[src/logic/otdc_pkg.sv]
/*
 * constants, field layout and mode encodings of the output tap delay
 * control block.
 * assumes one 100 MHz control clock and a classic wishbone register port.
 */
package otdc_pkg;

    // ****************************************************************
    // delay line geometry
    // ****************************************************************
    localparam int TAP_W = 9;
    localparam int NUM_TAPS = 512;
    localparam logic [8:0] TAP_ZERO = 9'h000;
    localparam logic [8:0] TAP_LAST = 9'h1ff;
    localparam int INIT_W = 11;
    localparam logic [10:0] MAX_TIME_PS = 11'h04e2;

    // ****************************************************************
    // calibration reference
    // ****************************************************************
    localparam int CALIB_REFERENCE_RATE_MHZ = 300;
    localparam int REF_TAPS_PER_PERIOD = 256;
    localparam int REF_PERIOD_PS = 1_000_000 / CALIB_REFERENCE_RATE_MHZ;
    localparam logic [10:0] TAP_PS = 11'(REF_PERIOD_PS / REF_TAPS_PER_PERIOD);

    // ****************************************************************
    // chain insertion delay
    // ****************************************************************
    localparam logic [15:0] INS_BASE_PS = 16'h0064;
    localparam logic [15:0] INS_STAGE_PS = 16'h0032;
    localparam logic [2:0] BYTE_LAST = 3'h7;

    // ****************************************************************
    // register map
    // ****************************************************************
    localparam int ADR_W = 4;
    localparam logic [3:0] REG_CTRL = 4'h0;
    localparam logic [3:0] REG_INIT = 4'h4;
    localparam logic [3:0] REG_STATUS = 4'h8;
    localparam logic [3:0] REG_CHAIN = 4'hc;

    localparam int CTRL_STYLE_LSB = 0;
    localparam int CTRL_FMT_BIT = 2;
    localparam int CTRL_CHAIN_LSB = 3;
    localparam int CTRL_BPOS_LSB = 5;
    localparam int CTRL_CLEN_LSB = 8;
    localparam int CTRL_REINIT_BIT = 11;

    localparam int ST_READY_BIT = 9;
    localparam int ST_COMP_BIT = 10;
    localparam int ST_CHOK_BIT = 11;
    localparam int ST_SLICE_BIT = 12;

    // ****************************************************************
    // modes
    // ****************************************************************
    typedef enum logic [1:0] {
        STYLE_FIXED = 2'h0,
        STYLE_STEP = 2'h1,
        STYLE_LOAD = 2'h2
    } otdc_style_t;

    typedef enum logic {
        FMT_TIME = 1'h0,
        FMT_COUNT = 1'h1
    } otdc_fmt_t;

    typedef enum logic [1:0] {
        CHAIN_NONE = 2'h0,
        CHAIN_HEAD = 2'h1,
        CHAIN_MIDDLE = 2'h2,
        CHAIN_END = 2'h3
    } otdc_chain_t;

endpackage

[src/logic/otdc_delay_line.sv]
/*
 * tapped delay line: one register stage per tap, output picked by tap.
 * assumes data and tap both on core_clk.
 */
`timescale 1ns/1ps
module otdc_delay_line
    import otdc_pkg::*;
(
    // clock and reset
    input wire logic core_clk,
    input wire logic rstn,
    // data path
    input wire logic data_in,
    input wire logic [otdc_pkg::TAP_W-1:0] tap,
    input wire logic borrowed,
    output logic data_out
);

    typedef struct packed {
        logic [NUM_TAPS-1:0] line;
        logic out;
    } otdc_dl_state_t;

    otdc_dl_state_t s_q;
    otdc_dl_state_t s_d;

    always_comb begin
        s_d.line = {s_q.line[NUM_TAPS-2:0], data_in};
        // a borrowed element no longer carries its own data
        s_d.out = borrowed ? 1'b0 : s_q.line[tap];
    end

    always_ff @(posedge core_clk or negedge rstn) begin
        if (!rstn) begin
            s_q <= '0;
        end else begin
            s_q <= s_d;
        end
    end

    assign data_out = s_q.out;

endmodule // otdc_delay_line

[src/logic/otdc_top.sv]
/*
 * output tap delay control: tap register, step and load control, vt
 * compensation adjust, delay line, wishbone register file.
 * assumes fabric controls on core_clk; vt_comp_enable and calib_ready
 * arrive asynchronously; calibration adjust pulses on core_clk.
 */
// What this block does
// tap_value_in is the absolute tap count taken on a load.
// fabric puts the new tap value up one cycle before load.
// fabric moves the line one to eight taps per update.
// tap_value_out always shows the tap currently selected.
// with compensation on, reported taps follow calibration adjustments.
// asynchronous reset returns the line to the initial delay setting.
// fabric waits for calibration ready before normal use.
// compensation enable high adjusts taps for vt in time format only; low does nothing.
// fabric holds compensation enable low while loading or stepping.
// input data leaves delayed_output after the selected delay.
// style is fixed, stepping or loadable; fixed by default.
// time format setting is 0 to 1250 ps, default zero.
// count format setting is used directly as the starting tap.
// format defaults to time; delay equals ps against reference clock.
// reference rate must match the calibration clock applied.
// time format calibration reserves neighbouring slices in the nibble.
// chain position is none, head, middle or end.
// chaining only valid when delay exceeds one element's maximum.
// a borrowed chain member no longer carries its own data.
// chain goes upward from head and stops at byte boundary.
// chain insertion delay is base plus fixed amount per stage.
// stepping wraps from last tap to zero and back.
// step enable moves one tap per edge, direction by step_up.
// loadable style load copies tap_value_in into the tap.
// fabric keeps step enable low while asserting load.
// fixed style ignores load and step; tap moves only on reinit or compensation adjust.
`timescale 1ns/1ps
module otdc_top
    import otdc_pkg::*;
(
    // clock and reset
    input wire logic core_clk,
    input wire logic rstn,
    // wishbone slave
    input wire logic wb_cyc_i,
    input wire logic wb_stb_i,
    input wire logic wb_we_i,
    input wire logic [otdc_pkg::ADR_W-1:0] wb_adr_i,
    input wire logic [3:0] wb_sel_i,
    input wire logic [31:0] wb_dat_i,
    output logic [31:0] wb_dat_o,
    output logic wb_ack_o,
    // fabric tap control
    input wire logic [otdc_pkg::TAP_W-1:0] tap_value_in,
    input wire logic tap_load,
    input wire logic step_enable,
    input wire logic step_up,
    output logic [otdc_pkg::TAP_W-1:0] tap_value_out,
    // calibration controller
    input wire logic vt_comp_enable,
    input wire logic calib_ready,
    input wire logic vt_adj_req,
    input wire logic vt_adj_up,
    // data path
    input wire logic delay_data_in,
    output logic delayed_output
);

    import otdc_pkg::*;

    // ****************************************************************
    // state
    // ****************************************************************
    typedef struct packed {
        logic [1:0] style;
        logic fmt;
        logic [1:0] chain;
        logic [2:0] bpos;
        logic [2:0] clen;
        logic [INIT_W-1:0] init;
        logic [TAP_W-1:0] tap;
        logic vt_s1;
        logic vt_s2;
        logic rdy_s1;
        logic rdy_s2;
        logic ack;
        logic [31:0] dat;
    } otdc_state_t;

    otdc_state_t s_q;
    otdc_state_t s_d;

    // ****************************************************************
    // helpers
    // ****************************************************************
    function automatic logic [TAP_W-1:0] init_taps(input logic fmt,
                                                   input logic [INIT_W-1:0] init);
        logic [INIT_W-1:0] ps;
        ps = (init > MAX_TIME_PS) ? MAX_TIME_PS : init;
        if (fmt == FMT_COUNT) begin
            init_taps = init[TAP_W-1:0];
        end else begin
            init_taps = TAP_W'(ps / TAP_PS);
        end
    endfunction

    function automatic logic [TAP_W-1:0] step_tap(input logic [TAP_W-1:0] tap,
                                                  input logic up);
        // natural 9-bit wrap in both directions
        step_tap = up ? TAP_W'(tap + 1'b1) : TAP_W'(tap - 1'b1);
    endfunction

    function automatic logic [31:0] merge(input logic [31:0] old,
                                          input logic [31:0] wdat,
                                          input logic [3:0] sel);
        logic [31:0] m;
        m = {{8{sel[3]}}, {8{sel[2]}}, {8{sel[1]}}, {8{sel[0]}}};
        merge = (old & ~m) | (wdat & m);
    endfunction

    // ****************************************************************
    // decoded controls
    // ****************************************************************
    logic wb_hit;
    logic wr_now;
    logic comp_on;
    logic comp_adj;
    logic borrowed;
    logic chain_ok;
    logic slice_rsvd;
    logic reinit;
    logic [31:0] ctrl_word;
    logic [31:0] ctrl_new;
    logic [31:0] init_new;
    logic [31:0] status_word;
    logic [15:0] ins_delay;
    logic [2:0] chain_room;

    always_comb begin
        wb_hit = wb_cyc_i & wb_stb_i;
        // write lands on the edge where the master sees ack
        wr_now = wb_hit & s_q.ack & wb_we_i;
        comp_on = s_q.vt_s2 & (s_q.fmt == FMT_TIME);
        comp_adj = comp_on & vt_adj_req;
        borrowed = (s_q.chain == CHAIN_MIDDLE) || (s_q.chain == CHAIN_END);
        chain_room = BYTE_LAST - s_q.bpos;
        chain_ok = (s_q.chain == CHAIN_NONE) ||
                   ((s_q.fmt == FMT_TIME) && (s_q.init > MAX_TIME_PS) &&
                    (s_q.clen <= chain_room));
        ins_delay = INS_BASE_PS + 16'(INS_STAGE_PS * s_q.clen);
        slice_rsvd = (s_q.fmt == FMT_TIME);
        ctrl_word = '0;
        ctrl_word[CTRL_STYLE_LSB +: 2] = s_q.style;
        ctrl_word[CTRL_FMT_BIT] = s_q.fmt;
        ctrl_word[CTRL_CHAIN_LSB +: 2] = s_q.chain;
        ctrl_word[CTRL_BPOS_LSB +: 3] = s_q.bpos;
        ctrl_word[CTRL_CLEN_LSB +: 3] = s_q.clen;
        ctrl_new = merge(ctrl_word, wb_dat_i, wb_sel_i);
        init_new = merge({21'h0, s_q.init}, wb_dat_i, wb_sel_i);
        reinit = wr_now && (wb_adr_i == REG_CTRL) && ctrl_new[CTRL_REINIT_BIT];
        status_word = '0;
        status_word[TAP_W-1:0] = s_q.tap;
        status_word[ST_READY_BIT] = s_q.rdy_s2;
        status_word[ST_COMP_BIT] = comp_on;
        status_word[ST_CHOK_BIT] = chain_ok;
        status_word[ST_SLICE_BIT] = slice_rsvd;
    end

    // ****************************************************************
    // next state
    // ****************************************************************
    always_comb begin
        s_d = s_q;
        s_d.vt_s1 = vt_comp_enable;
        s_d.vt_s2 = s_q.vt_s1;
        s_d.rdy_s1 = calib_ready;
        s_d.rdy_s2 = s_q.rdy_s1;

        // bus answer one cycle after the request
        s_d.ack = wb_hit & ~s_q.ack;
        s_d.dat = '0;
        if (wb_hit && !s_q.ack && !wb_we_i) begin
            unique case (wb_adr_i)
                REG_CTRL: s_d.dat = ctrl_word;
                REG_INIT: s_d.dat = {21'h0, s_q.init};
                REG_STATUS: s_d.dat = status_word;
                REG_CHAIN: s_d.dat = {16'h0, ins_delay};
                default: s_d.dat = '0;
            endcase
        end

        if (wr_now) begin
            unique case (wb_adr_i)
                REG_CTRL: begin
                    s_d.style = ctrl_new[CTRL_STYLE_LSB +: 2];
                    s_d.fmt = ctrl_new[CTRL_FMT_BIT];
                    s_d.chain = ctrl_new[CTRL_CHAIN_LSB +: 2];
                    s_d.bpos = ctrl_new[CTRL_BPOS_LSB +: 3];
                    s_d.clen = ctrl_new[CTRL_CLEN_LSB +: 3];
                end
                REG_INIT: s_d.init = init_new[INIT_W-1:0];
                default: begin
                end
            endcase
        end

        // tap selection, highest priority first
        if (reinit) begin
            s_d.tap = init_taps(ctrl_new[CTRL_FMT_BIT], s_q.init);
        end else if (comp_adj) begin
            s_d.tap = step_tap(s_q.tap, vt_adj_up);
        end else if (s_q.style == STYLE_LOAD && tap_load) begin
            s_d.tap = tap_value_in;
        end else if ((s_q.style == STYLE_STEP || s_q.style == STYLE_LOAD) &&
                     step_enable) begin
            s_d.tap = step_tap(s_q.tap, step_up);
        end
        // fixed style falls through and keeps its tap
    end

    // reset values equal the defaults: fixed, time, zero ps, zero taps
    always_ff @(posedge core_clk or negedge rstn) begin
        if (!rstn) begin
            s_q <= '0;
        end else begin
            s_q <= s_d;
        end
    end

    // ****************************************************************
    // delay line and outputs
    // ****************************************************************
    otdc_delay_line u_line (
        .core_clk(core_clk),
        .rstn(rstn),
        .data_in(delay_data_in),
        .tap(s_q.tap),
        .borrowed(borrowed),
        .data_out(delayed_output)
    );

    assign tap_value_out = s_q.tap;
    assign wb_ack_o = s_q.ack;
    assign wb_dat_o = s_q.dat;

    logic quiet;
    assign quiet = !reinit && !comp_adj;
endmodule // otdc_top

[config.mk]
export PLATFORM = sky130hd
export DESIGN_NAME = otdc_top
export DESIGN_NICKNAME = d
export VERILOG_FILES = /design/src/logic/otdc_pkg.sv /design/src/logic/otdc_delay_line.sv /design/src/logic/otdc_top.sv
export SDC_FILE = /design/constraint.sdc
export NUM_CORES = 1
export LEC_CHECK = 0
export BUFFER_PORTS_ARGS = -buffer_cell sky130_fd_sc_hd__buf_2
export CORE_MARGIN = 1
export CORE_UTILIZATION = 63
export CTS_BUF_LIST = sky130_fd_sc_hd__clkbuf_16
export DETAILED_ROUTE_END_ITERATION = 7
export PLACE_DENSITY = 0.82
export SLEW_MARGIN = 20
export SYNTH_ARGS = -nofsm -noshare
export SYNTH_HDL_FRONTEND = slang
export SYNTH_SLANG_ARGS = --single-unit
[constraint.sdc]
create_clock -name core_clk -period 6.89 [get_ports core_clk]
set_input_delay 1.378 -clock core_clk [delete_from_list [all_inputs] [get_ports core_clk]]
set_output_delay 1.378 -clock core_clk [all_outputs]
set_load 0.01 [all_outputs]
* After elaboration in Yosys (flattened, before gate mapping)
Cells that the tools add are included.
Cells by class: reduce and logical (&&, ||, !) cells 18, multiplexer cells 13, $lt $le $gt $ge 3, add/sub/neg operators 4, bitwise operators 14, div/mod/pow operators 1, $mul 1, equal/unequal tests 7
Operator list (number):
- two-way mux 9 bit | 7
- case mux 13 bit (4 select lines) | 1
- two-way mux 32 bit | 1
- bitwise AND 11 x 12 -> 12 bit | 1
- bitwise AND 12 bit | 1
- NOT 12 bit | 1
- bitwise OR 12 bit | 1
- bitwise AND 11 bit | 1
- divider 11 x 4 -> 11 bit (second input constant) | 1
- greater-than comparator 11 bit (second input constant) | 1
- two-way mux 11 bit | 1
- bitwise OR 11 bit | 1
- adder 7 x 9 -> 10 bit (first input constant) | 1
- < comparator 9 x 10 -> 1 bit (second input constant) | 1
- adder 9 x 1 -> 9 bit (second input constant) | 1
- binary-select mux 1 bit (select 9 bit) | 1
- subtractor 9 x 1 -> 9 bit (second input constant) | 1
- equality test 4 bit (second input constant) | 2
- logical AND 1 bit | 8
- multiplier 5 x 3 -> 8 bit (first input constant) | 1
- bitwise AND 1 bit | 6
- equality test 2 bit (second input constant) | 3
- equality test 4 x 3 -> 1 bit (second input constant) | 1
- logical NOT 4 bit | 1
- other kinds (10) | 16
Word-level totals: register bits 581, input port bits 62, word-level logic and storage cells 76

* Depth between registers and ports, before layout
depth in word-level cells 7, depth in mapped cells 19, depth with buffers taken out 16

* Hierarchy
Synthesis repeated with hierarchy kept, for this count alone.
Second synthesis, totals: cells, all modules 1507, area total of the unflattened synthesis 22347.7 sq um
By module, submodules not included:
- otdc_delay_line | instances 1, cells each 876, area each 17281.6 sq um
- otdc_top | instances 1, cells each 631, area each 5066.1 sq um

* Worst setup path after synthesis
Ideal clock, no wire load.
path type register to register, from register (tool-made name), to register s_q (netlist bit tap_value_out[0]), buffers on the path 1, required time 6754 ps, arrival time 3968 ps, clock period less this slack 4104 ps, setup slack 2786 ps, cell stages (with the launch flop) 17, path through dfrtp_1 > buf_4 > or3b_1 > a311o_1 > a21o_1 > a31oi_4 > mux2_2 > a22o_1 > a21o_1 > o21ai_2 > xnor2_1 > ha_1 > inv_1 > maj3_1 > or3_1 > a222oi_1 > o211ai_1
RTL lines:
- end signal, assigned | RTL line otdc_top.sv:221 | s_q <= '0;
- end signal, assigned | RTL line otdc_top.sv:223 | s_q <= s_d;
- end, declared | RTL line otdc_top.sv:87 | otdc_state_t s_q;

==> impl_metrics.json <==
{
  "clk_latency_ps": 570,
  "ys_seq_area_frac": 0.664,
  "track_usage": 0.248,
  "min_period_over_period": 0.710,
  "critPathKind": "reg2reg",
  "vias_per_cell": 6.31,
  "antenna_left": 0,
  "clkTransAtPathRegs_ps": 60,
  "clock_path_buffers": 3,
  "critPathLaunchType": "register",
  "layout_commonest_cell": "dfrtp_1",
  "clock-sinks": 562,
  "drt_wl_total_um": 39900,
  "endpoint_kind": "register",
  "critical-path-top-delay-family": "compound AO/OA/AOI/OAI gates",
  "hpwlAfterDp_um": 22900,
  "cts_htree_levels": 2,
  "worstMarginPinSlew_ps": 1130,
  "cts_root_buffer": "clkbuf_16",
  "drcViolationCount": 0,
  "synthDistinctLibCells": 77,
  "wl_per_cell_um": 22.8,
  "num-nets-final": 1346,
  "fin_hold_ws_ps": 355,
  "io_buffers": 63,
  "routabilityCongestion": 0.881,
  "vias": 11000,
  "area_growth_pct": 9.62,
  "async_reset_ff_frac": 1.00,
  "synth_flop_cell": "dfrtp_1",
  "powerDensity_mw_per_mm2": 298,
  "fmax_mhz": 204,
  "fin_skew_ps": 11.5,
  "crit_buf_inv": 1,
  "antenna_found_initial": 0,
  "cts_made_buffers": 53,
  "n_fill_cell": 1914,
  "fp.dieW_um": 185,
  "critPathRequiredTime_ps": 7320,
  "pin_count": 105,
  "drt-pass1-iter-count": 8,
  "cts_tree": "done",
  "grt_pass1_wl_um": 64700,
  "leakagePower_nw": 11.0,
  "path_cells": "or3b_1, a311o_1, a21o_1, a31oi_4, mux2_2, mux2i_1, o221ai_1, a21o_1, o21ai_2, xnor2_1, ha_1, inv_1, maj3_1, or3_1, a222oi_1, o211ai_1",
  "fin_setup_tns_ps": 0,
  "hp-class": "reg2reg",
  "status": "finished, final reports clean",
  "cp_max_fo": 28,
  "start_util": 0.646,
  "core_sq_mm": 0.0328,
  "rsz0062_at_grt": "false",
  "hp-start": "s_d[35]$_DFF_PN0_",
  "slowest_stage": "dfrtp_1",
  "rows": 66,
  "avgSynthCellArea_sq_um": 17.2,
  "ctsResizeCount": 0,
  "final_max_slew_viol_count": 0,
  "cts_setup_buffers": 0,
  "num_antenna_cells": 0,
  "report.final.setup_viol": 0,
  "grt-ovfl-total": 0,
  "grt_pass1_vias": 11400,
  "ir_worst_vdd_uv": 242,
  "cpPeakStageDelay_ps": 880,
  "crit_top_cell": "a21o_1",
  "arrival_ps": 5330,
  "die_h_um": 185,
  "drive_gt1_frac": 0.270,
  "finalHoldViolations": 0,
  "ys_ff_latch": 562,
  "min_period_ps": 4890,
  "first_iter_violations": 958,
  "grt_max_degree": 165,
  "dieArea_sq_mm": 0.0344,
  "maxSlewHeadroom": 0.245,
  "yosysWarnings": 0,
  "drv_cap": 0,
  "synth_edf_count": 0,
  "seq_area_sq_mm": 0.0141,
  "hold_buffers": 0,
  "multi_input_area_sq_mm": 0.00650,
  "layout_common_cells": "dfrtp_1 (558), mux4_2 (170), buf_2 (62)",
  "netlist_area_sq_mm": 0.0212,
  "syn_inst": 1235
}
==> power breakdown <==
part | internal (mW) | switching [mW] | leakage [nW]
logic | 0.368 | 0.451 | 2.49
clock network | 1.44 | 1.18 | 0.803
registers | 3.34 | 0.134 | 7.70
==> layer usage <==
metal,vias to the layer above,GRT usage,routed length (um)
li1,4629,-,-
met1,5958,0.376,17400
met2,352,0.379,19400
met3,77,0.0429,2200
met4,0,0.0740,926
met5,-,0.00741,0
==> final timing paths <==
kind	to	slack, ps	depth (start not counted)
max	tap_value_out[0]$_DFFE_PN0P_	2000	16
min	s_q[35]$_DFF_PN0_	360	0
max reg2reg	tap_value_out[0]$_DFFE_PN0P_	2000	16
min reg2reg	s_q[35]$_DFF_PN0_	360	0
max in group asynchronous	tap_value_out[0]$_DFFE_PN0P_	4610	2
min in group asynchronous	u_line.s_d[183]$_DFF_PN0_	880	1
==> final cells by class <==
type                            instances  share of cell area
Multi-Input combinational cell        557               0.280
Timing Repair Buffer                   75              0.0206
Tap cell                              442              0.0238
Clock inverter                         36             0.00819
Sequential cell                       562               0.606
Clock buffer                           54              0.0582
Inverter                               21             0.00339
==> logic make-up after synthesis <==
group,count (synthesis),synth area share
compound gates,145,0.0509
xor+xnor,18,0.00780
fa+ha+maj,15,0.00874
buf+inv,134,0.0329
flops,562,0.664
mux,205,0.199
other cells,1,0.000177
simple gates,155,0.0368
==> through the flow <==
stage | instance area, sq um | setup WS, ps | util | total power [mW] | std cells
2_1_floorplan | 21300 | 2790 | - | 4.11 | 1253
3_3_place_gp | 21700 | 2120 | 0.661 | 4.35 | 1657
3_5_place_dp | 21700 | 2060 | 0.661 | 4.36 | 1657
4_1_cts | 23200 | 2040 | 0.708 | 7.01 | 1747
5_1_grt | 23200 | 1610 | 0.708 | 7.19 | 1747
6_report | 23200 | 2000 | 0.708 | 6.91 | 1747
==> registers in the layout (all words and copies together) (netlist names), named ones only <==
| name | count |
|---|---|
| tap_value_out | 9 |
| u_line.s_q | 1 |
| s_q | 2 |
| u_line.s_d | 511 |
| u_line.data_out | 1 |
| s_d | 2 |
| wb_dat_o | 13 |
| ctrl_word | 1 |
| wb_ack_o | 1 |
==> synthesized netlist by cell type, types with 10 or more instances <==
cell type  instances  area, sq um
buf_1             17         63.8
clkbuf_1          41          154
dfrtp_1          562        14100
xor2_1            10         87.6
mux4_2           170         3830
buf_4             45          338
mux2_2            26          293
inv_1             20         75.1
nor2_1            38          143
nand2_1           42          158
nand3_1           15         75.1
o21ai_0           14         70.1
a22oi_1           13         97.6
a21oi_1           33          165
ha_1              14          175
Power figures use the tool's default switching activity.
